## src/dpc_pkg.sv

```systemverilog
// Package of addresses, command and result codes, reset values and timing counts for the power-control register set.
`default_nettype none
package dpc_pkg;
	localparam logic [15:0] DPC_ADDR_RIPPLE = 16'hf000;
	localparam logic [15:0] DPC_ADDR_LIMIT = 16'hf001;
	localparam logic [15:0] DPC_ADDR_PF_HI = 16'hf002;
	localparam logic [15:0] DPC_ADDR_PF_LO = 16'hf003;
	localparam logic [15:0] DPC_ADDR_COMMIT = 16'hf100;
	localparam logic [15:0] DPC_ADDR_RESTORE = 16'hf101;
	localparam logic [15:0] DPC_ADDR_STAGED_BASE = 16'hf102;
	localparam logic [15:0] DPC_ADDR_MODE = 16'hf104;
	localparam logic [15:0] DPC_ADDR_ENABLE = 16'hf142;
	localparam logic [15:0] DPC_CMD_EXECUTE = 16'h0001;
	localparam logic [15:0] DPC_RES_OK = 16'h0000;
	localparam logic [15:0] DPC_RES_UNKNOWN = 16'hffff;
	localparam logic [15:0] DPC_LIMIT_MAX = 16'h0064;
	localparam logic [15:0] DPC_LIMIT_RESET = 16'h0064;
	localparam logic [31:0] DPC_PF_RESET = 32'h3f800000;
	localparam logic [31:0] DPC_PF_ONE_MAG = 32'h3f800000;
	localparam logic [15:0] DPC_MODE_FIXED_PF = 16'h0000;
	localparam logic [15:0] DPC_MODE_RIPPLE = 16'h0004;
	localparam logic [15:0] DPC_MODE_MAX = 16'h0004;
	localparam logic [15:0] DPC_ENABLE_RESET = 16'h0000;
	localparam int DPC_CLK_HZ = 20000000;
	localparam int DPC_COMMIT_MIN_S = 5;
	localparam int DPC_COMMIT_MAX_S = 10;
	localparam int DPC_RESTORE_MIN_S = 3;
	localparam int DPC_RESTORE_MAX_S = 6;
	localparam int DPC_COMMIT_CYC = DPC_COMMIT_MIN_S * DPC_CLK_HZ;
	localparam int DPC_RESTORE_CYC = DPC_RESTORE_MIN_S * DPC_CLK_HZ;
	localparam int DPC_TIMER_W = 32;
	typedef enum logic [2:0] {
		DPC_IDLE = 3'b001,
		DPC_COMMIT = 3'b010,
		DPC_RESTORE = 3'b100
	} dpc_op_type;
endpackage : dpc_pkg
`default_nettype wire

```

## src/dpc_regs.sv

```systemverilog
// Dynamic power-control, commit and restore register set of the inverter.
`timescale 1ns/1ns
`default_nettype none
// Function
// Dynamic command group sits at word address 0xF000.
// F000 reads the four ripple-receiver input levels, 0 to 15, read-only.
// F001 holds the 0..100 percent active power limit, applied as output ceiling.
// Dynamic values apply immediately and are lost on restart.
// F002/F003 hold a 32-bit float power-factor setpoint, -1.0..1.0, applied immediately; values outside the range are stored and only clear controls_operative.
// Grid-control enable at 0xF142 resets to 0; controller writes 1.
// Reactive mode selector at 0xF104 resets to 0; controller writes 4.
// Enable and mode changes take effect only after a commit.
// Commit copies all staged settings from 0xF102 upward into effect.
// Writing 1 to commit starts it; it runs five to ten seconds.
// Commit reads 0 ok, 1-4 internal, failing address, or all-ones unknown.
// Restore returns settings to country defaults, leaving the country unchanged.
// Writing 1 to F101 starts restore; it runs three to six seconds.
// Restore reads 0 after success and all-ones after failure.
// Command group at 0xF100: commit F100, restore F101, signed 16-bit.
// Staged settings are operative only while the enable is 1.
// Result codes keep their old value until the operation finishes.
module dpc_regs #(
	parameter int COMMIT_CYC = dpc_pkg::DPC_COMMIT_CYC,
	parameter int RESTORE_CYC = dpc_pkg::DPC_RESTORE_CYC,
	parameter logic [15:0] COUNTRY_MODE_DEFAULT = dpc_pkg::DPC_MODE_FIXED_PF
) (
	input wire logic clk,
	input wire logic srst,
	input wire logic [3:0] ripple_receiver_inputs,
	input wire logic reg_wr,
	input wire logic reg_rd,
	input wire logic [15:0] reg_addr,
	input wire logic [15:0] reg_wdata,
	output logic [15:0] reg_rdata,
	output logic reg_err,
	output logic [15:0] power_limit_pct,
	output logic [31:0] power_factor_setpoint,
	output logic grid_control_enable,
	output logic [15:0] reactive_mode_select,
	output logic controls_operative,
	output logic busy
);
	typedef struct packed {
		logic [3:0] ripple;
		logic [15:0] limit;
		logic [31:0] pf;
		logic [15:0] en_stage;
		logic [15:0] mode_stage;
		logic en_eff;
		logic [15:0] mode_eff;
		logic [15:0] commit_res;
		logic [15:0] restore_res;
		logic [15:0] pend_res;
		dpc_pkg::dpc_op_type op;
		logic [dpc_pkg::DPC_TIMER_W-1:0] timer;
		logic [15:0] rdata;
		logic err;
	} dpc_state_type;

	dpc_state_type s_q;
	dpc_state_type s_d;

	// Float magnitude check: sign ignored, value must not exceed 1.0.
	function automatic logic pf_ok(input logic [31:0] v);
		pf_ok = (v[30:0] <= dpc_pkg::DPC_PF_ONE_MAG[30:0]);
	endfunction : pf_ok

	function automatic logic known_addr(input logic [15:0] a);
		known_addr = (a == dpc_pkg::DPC_ADDR_RIPPLE) || (a == dpc_pkg::DPC_ADDR_LIMIT) ||
			(a == dpc_pkg::DPC_ADDR_PF_HI) || (a == dpc_pkg::DPC_ADDR_PF_LO) ||
			(a == dpc_pkg::DPC_ADDR_COMMIT) || (a == dpc_pkg::DPC_ADDR_RESTORE) ||
			(a == dpc_pkg::DPC_ADDR_MODE) || (a == dpc_pkg::DPC_ADDR_ENABLE);
	endfunction : known_addr

	always_comb begin
		s_d = s_q;
		s_d.ripple = ripple_receiver_inputs;
		s_d.err = 1'b0;
		if (reg_wr) begin
			s_d.err = !known_addr(reg_addr) || (reg_addr == dpc_pkg::DPC_ADDR_RIPPLE);
			case (reg_addr)
				dpc_pkg::DPC_ADDR_LIMIT: begin
					// Out-of-range limits are refused rather than clipped, so the ceiling stays sane.
					if (reg_wdata <= dpc_pkg::DPC_LIMIT_MAX) begin
						s_d.limit = reg_wdata;
					end else begin
						s_d.err = 1'b1;
					end
				end
				dpc_pkg::DPC_ADDR_PF_HI: begin
					s_d.pf[31:16] = reg_wdata;
				end
				dpc_pkg::DPC_ADDR_PF_LO: begin
					s_d.pf[15:0] = reg_wdata;
				end
				dpc_pkg::DPC_ADDR_ENABLE: begin
					s_d.en_stage = reg_wdata;
				end
				dpc_pkg::DPC_ADDR_MODE: begin
					s_d.mode_stage = reg_wdata;
				end
				dpc_pkg::DPC_ADDR_COMMIT: begin
					// A command arriving while another runs is refused; the first one finishes.
					if (reg_wdata == dpc_pkg::DPC_CMD_EXECUTE && s_q.op == dpc_pkg::DPC_IDLE) begin
						s_d.op = dpc_pkg::DPC_COMMIT;
						s_d.timer = dpc_pkg::DPC_TIMER_W'(COMMIT_CYC - 1);
						if (s_q.en_stage > 16'h0001) begin
							s_d.pend_res = dpc_pkg::DPC_ADDR_ENABLE;
						end else if (s_q.mode_stage > dpc_pkg::DPC_MODE_MAX) begin
							s_d.pend_res = dpc_pkg::DPC_ADDR_MODE;
						end else begin
							s_d.pend_res = dpc_pkg::DPC_RES_OK;
						end
					end else begin
						s_d.err = 1'b1;
					end
				end
				dpc_pkg::DPC_ADDR_RESTORE: begin
					if (reg_wdata == dpc_pkg::DPC_CMD_EXECUTE && s_q.op == dpc_pkg::DPC_IDLE) begin
						s_d.op = dpc_pkg::DPC_RESTORE;
						s_d.timer = dpc_pkg::DPC_TIMER_W'(RESTORE_CYC - 1);
					end else begin
						s_d.err = 1'b1;
					end
				end
				default: begin
				end
			endcase
		end
		if (s_q.op != dpc_pkg::DPC_IDLE) begin
			if (s_q.timer != '0) begin
				s_d.timer = s_q.timer - 1'b1;
			end else begin
				s_d.op = dpc_pkg::DPC_IDLE;
				if (s_q.op == dpc_pkg::DPC_COMMIT) begin
					s_d.commit_res = s_q.pend_res;
					if (s_q.pend_res == dpc_pkg::DPC_RES_OK) begin
						s_d.en_eff = s_q.en_stage[0];
						s_d.mode_eff = s_q.mode_stage;
					end
				end else begin
					// Country defaults are restored into both staged and live copies.
					s_d.en_stage = dpc_pkg::DPC_ENABLE_RESET;
					s_d.mode_stage = COUNTRY_MODE_DEFAULT;
					s_d.en_eff = 1'b0;
					s_d.mode_eff = COUNTRY_MODE_DEFAULT;
					s_d.restore_res = dpc_pkg::DPC_RES_OK;
				end
			end
		end
		s_d.rdata = s_q.rdata;
		if (reg_rd) begin
			s_d.err = !known_addr(reg_addr);
			case (reg_addr)
				dpc_pkg::DPC_ADDR_RIPPLE: s_d.rdata = {12'h000, s_q.ripple};
				dpc_pkg::DPC_ADDR_LIMIT: s_d.rdata = s_q.limit;
				dpc_pkg::DPC_ADDR_PF_HI: s_d.rdata = s_q.pf[31:16];
				dpc_pkg::DPC_ADDR_PF_LO: s_d.rdata = s_q.pf[15:0];
				dpc_pkg::DPC_ADDR_COMMIT: s_d.rdata = s_q.commit_res;
				dpc_pkg::DPC_ADDR_RESTORE: s_d.rdata = s_q.restore_res;
				dpc_pkg::DPC_ADDR_ENABLE: s_d.rdata = s_q.en_stage;
				dpc_pkg::DPC_ADDR_MODE: s_d.rdata = s_q.mode_stage;
				default: s_d.rdata = dpc_pkg::DPC_RES_UNKNOWN;
			endcase
		end
	end

	always_ff @(posedge clk) begin
		if (srst) begin
			s_q <= '0;
			s_q.limit <= dpc_pkg::DPC_LIMIT_RESET;
			s_q.pf <= dpc_pkg::DPC_PF_RESET;
			s_q.en_stage <= dpc_pkg::DPC_ENABLE_RESET;
			s_q.mode_stage <= dpc_pkg::DPC_MODE_FIXED_PF;
			s_q.mode_eff <= dpc_pkg::DPC_MODE_FIXED_PF;
			s_q.op <= dpc_pkg::DPC_IDLE;
		end else begin
			s_q <= s_d;
		end
	end

	// Both flags are registered from the next state, so they stand in the same cycle as the values they describe.
	logic operative_q;
	logic busy_q;
	always_ff @(posedge clk) begin
		if (srst) begin
			operative_q <= 1'b0;
			busy_q <= 1'b0;
		end else begin
			operative_q <= s_d.en_eff && pf_ok(s_d.pf);
			busy_q <= (s_d.op != dpc_pkg::DPC_IDLE);
		end
	end

	assign reg_rdata = s_q.rdata;
	assign reg_err = s_q.err;
	assign power_limit_pct = s_q.limit;
	assign power_factor_setpoint = s_q.pf;
	assign grid_control_enable = s_q.en_eff;
	assign reactive_mode_select = s_q.mode_eff;
	assign controls_operative = operative_q;
	assign busy = busy_q;

	a_limit_range: assert property (@(posedge clk) disable iff (srst) power_limit_pct <= dpc_pkg::DPC_LIMIT_MAX)
		else $error("limit out of range");
	a_limit_write: assert property (@(posedge clk) disable iff (srst)
		reg_wr && reg_addr == dpc_pkg::DPC_ADDR_LIMIT && reg_wdata <= dpc_pkg::DPC_LIMIT_MAX |=> power_limit_pct == $past(reg_wdata))
		else $error("limit not applied");
	a_ripple_read: assert property (@(posedge clk) disable iff (srst)
		reg_rd && reg_addr == dpc_pkg::DPC_ADDR_RIPPLE |=> reg_rdata[15:4] == 12'h000)
		else $error("ripple read high bits");
	a_enable_commit: assert property (@(posedge clk) disable iff (srst)
		!busy ##1 !busy |-> $stable(grid_control_enable) && $stable(reactive_mode_select))
		else $error("setting changed without commit");
	a_commit_start: assert property (@(posedge clk) disable iff (srst)
		!busy && reg_wr && reg_addr == dpc_pkg::DPC_ADDR_COMMIT && reg_wdata == dpc_pkg::DPC_CMD_EXECUTE |=> busy)
		else $error("commit did not start");
	a_result_hold: assert property (@(posedge clk) disable iff (srst)
		busy ##1 busy |-> $stable(s_q.commit_res) && $stable(s_q.restore_res))
		else $error("result changed while busy");
	a_restore_start: assert property (@(posedge clk) disable iff (srst)
		!busy && reg_wr && reg_addr == dpc_pkg::DPC_ADDR_RESTORE && reg_wdata == dpc_pkg::DPC_CMD_EXECUTE |=> busy)
		else $error("restore did not start");
	a_operative_gate: assert property (@(posedge clk) disable iff (srst) controls_operative |-> grid_control_enable)
		else $error("operative without enable");
	a_enable_reset: assert property (@(posedge clk) $fell(srst) |-> !grid_control_enable && reactive_mode_select == 16'h0000)
		else $error("enable or mode not reset");

	c_commit_done: cover property (@(posedge clk) disable iff (srst) $fell(busy) && s_q.commit_res == 16'h0000);
	c_restore_run: cover property (@(posedge clk) disable iff (srst) s_q.op == dpc_pkg::DPC_RESTORE);
	c_enabled: cover property (@(posedge clk) disable iff (srst) controls_operative && reactive_mode_select == 16'h0004);
endmodule : dpc_regs
`default_nettype wire

```

## config.mk

```make
export PLATFORM = sky130hd
export DESIGN_NAME = dpc_regs
export DESIGN_NICKNAME = d
export VERILOG_FILES = /design/src/dpc_pkg.sv /design/src/dpc_regs.sv
export SDC_FILE = /design/constraint.sdc
export NUM_CORES = 1
export LEC_CHECK = 0
export BUFFER_PORTS_ARGS = -buffer_cell sky130_fd_sc_hd__buf_4
export CAP_MARGIN = 20
export CELL_PAD_IN_SITES_DETAIL_PLACEMENT = 2
export CELL_PAD_IN_SITES_GLOBAL_PLACEMENT = 2
export CORE_AREA = 2 2 165 167
export DETAILED_ROUTE_END_ITERATION = 10
export DIE_AREA = 0 0 167 169
export HOLD_SLACK_MARGIN = 0.02
export PLACE_DENSITY_LB_ADDON = 0.1
export SLEW_MARGIN = 40
export SYNTH_ARGS = -nofsm -noshare
export SYNTH_HDL_FRONTEND = slang
export SYNTH_SLANG_ARGS = --single-unit
```

## constraint.sdc

```tcl
create_clock -name clk -period 2.6 [get_ports clk]
set_input_delay 0.52 -clock clk [delete_from_list [all_inputs] [get_ports clk]]
set_output_delay 0.52 -clock clk [all_outputs]
set_load 0.02 [all_outputs]
```

==> impl_metrics.ini <==
[status]
status = finished, final reports clean

[critical_path]
cp_max_fo = 4
worstSetupPathType = register to register
worst_setup_path_end_kind = register
r2r_setup_slack_ns = 0.12
required_ns = 2.89
startpoint_type = register
worstPathArrival_ns = 2.77

[finish]
drive_above_1_share_pct = 27.98
utilization_pct = 37.53
nets = 1136
instances_no_fill = 1450
syn2layout_area_growth_pct = 27.56
finalInstanceArea_um2 = 9945

[die]
die_h_um = 169
ios = 124
rows = 60
start_util_pct = 29.42
dieArea_um2 = 28220
coreArea_um2 = 26500
fp.dieW_um = 167

[synthesis]
syn_area_um2 = 7796
syn_avg_cell_area_um2 = 8.087
synth-edff-count = 0
ys_seq_area_share_pct = 41.34
synth_cells = 964
yosys_register_bits = 161
async_flop_share_pct = 0
ys_types = 63
synth_area_leaders = dfxtp_1 (41%), nand2_1 (9.1%), buf_4 (7.7%), a21oi_1 (5.3%), nand3_1 (2.8%)
synth_common_cells = nand2_1 (188), dfxtp_1 (161), a21oi_1 (82), buf_4 (80), nor2_1 (53)
synth_most_common_cell = nand2_1
syn_nets = 1005
ys.flop_type = dfxtp_1
yosysWarnings = 0
synth.top_cell.area_share_pct = 41.34
yosysTopAreaCell = dfxtp_1

[placement]
port_buffers = 123
dp_cells = 1417
dp_slack_ns = -0.2752
gp_congestion = 0.8419
dpl_cell_area_um2 = 9330
hpwl_um = 25660

[flow_run]
cap_violations = 0

[clocking]
root_buffer = clkbuf_16
clk_pin_slew_ns = 0.07
h-tree-depth = 4
clk_path_buf_depth = 2
post_cts_buffers = 0
numCtsBuffers = 17
clock_latency_ns = 0.44
cts_tree = done
clock_sinks = 161

[sta]
finalSetupViolCount = 0
hold_violations = 0
fin_ws_ns = 0.1202
skew_ns = 0.01685
rsz0062_at_grt = false
worst_slew_pin_slew_ns = 0.5947
fin_setup_tns_ns = 0
max_slew_margin_pct = 60.35
period_share_pct = 95.38
drv_slew = 0
hold_slack_ns = 0.2935
fmax_mhz = 403.3
fin_crit_ns = 2.480

[routing]
ant_nets = 0
vias = 7711
wl_per_cell_um = 23.19
drt_first_pass_iters = 7
avgViaCountPerCell = 5.318
wl_um = 33630
drc = 0
drt_iter0_markers = 429

[pwr]
vdd_ir_drop_max_mv = 0.3839
swShare_pct = 25.65
power_switching_mw = 1.402
intPower_mw = 4.063
power_density_nw_per_um2 = 549.5
clkPwrFrac_pct = 48.3
total_power_mw = 5.465
sequentialPowerShare_pct = 45.9
pwr-share-comb_pct = 5.8
leakagePower_nw = 3.855

[global_routing]
track_usage_pct = 23.93
grt_pass1_wl_um = 50990
grt_max_degree = 46
grt_overflow = 0
grt_pass1_vias = 8279
antenna_found_initial = 0

[min_path]
hold_path_class = input port to register
==> critical path: stages, from the launching register on <==
cell	delay, ns
dfxtp_2	0.34
or4_4	0.52
or3_4	0.36
or3_4	0.41
buf_4	0.17
nor3_4	0.13
buf_6	0.14
mux2i_1	0.19
nor2_1	0.07
==> timing repair <==
| item | CTS | global route |
|---|---|---|
| endpoints found under the setup margin | 0 | 5 |
| gates resized for setup | 0 | 4 |
| hold buffers | 0 | 0 |
==> cell type report <==
cell class              count  area (um2)
fillers                  3035       16560
multi-input cells         662        3746
flip-flops and latches    161        3224
repair buffers            244        1914
clock buffers              18       429.2
well taps                 341       426.7
clock inverters            14       167.7
inverters                   9       33.78
diodes                      1       2.502
==> state kept, by name (all words and copies together) (netlist names) <==
register and flops:
power_limit_pct 16, reactive_mode_select 16, grid_control_enable 1, power_factor_setpoint 32
reg_err 1, busy 1, controls_operative 1, reg_rdata 16
s_q 77
==> final timing paths <==
kind,from,to,cells past startpoint
worst max-delay path,s_q[44],s_q[90],8
worst min-delay path,ripple_receiver_inputs[0],s_q[197],2
worst max register to register,s_q[44],s_q[90],8
worst min register to register,reactive_mode_select[3],reactive_mode_select[3],2
==> cells in the final DEF, fill, tap and decap left out, drive strengths merged, types with 9 or more instances in the layout <==
master / count
nand3: 44
nor2: 54
nor3: 30
dfxtp: 161
a31oi: 15
inv: 15
mux2i: 12
nand2: 188
nand4: 17
nor4: 34
and2: 14
or3: 9
clkbuf: 18
a22oi: 18
a211oi: 18
and3: 12
o21ai: 13
a21oi: 92
buf: 244
a222oi: 13
==> routing by layer <==
metal	track usage, %	up-vias	part of all wire, %
met4	9.633	0	3.6
met1	28.67	3880	43
li1	-	3639	-
met3	3.694	46	2.7
met2	42.83	146	51
met5	0	-	0
==> cell families after synthesis <==
| family | count (synthesis) | share of synthesized area, % |
|---|---|---|
| AOI/OAI and AO/OA | 195 | 16.37 |
| xor gates and xnor gates | 9 | 1.011 |
| adders and majority gates | 1 | 0.1605 |
| buffers and inverters | 141 | 10.96 |
| DFF | 161 | 41.34 |
| muxes | 14 | 1.830 |
| and+or+nand+nor | 443 | 28.33 |
==> power by group through the flow <==
stage,clock network (mW),logic (mW),registers [mW]
2_1_floorplan,0,0.134,2.55
3_3_place_gp,0,0.316,2.57
3_5_place_dp,0,0.317,2.57
4_1_cts,2.70,0.319,2.51
5_1_grt,2.79,0.338,2.51
6_report,2.64,0.315,2.51
Note: power is estimated with default switching activity, not from simulation.
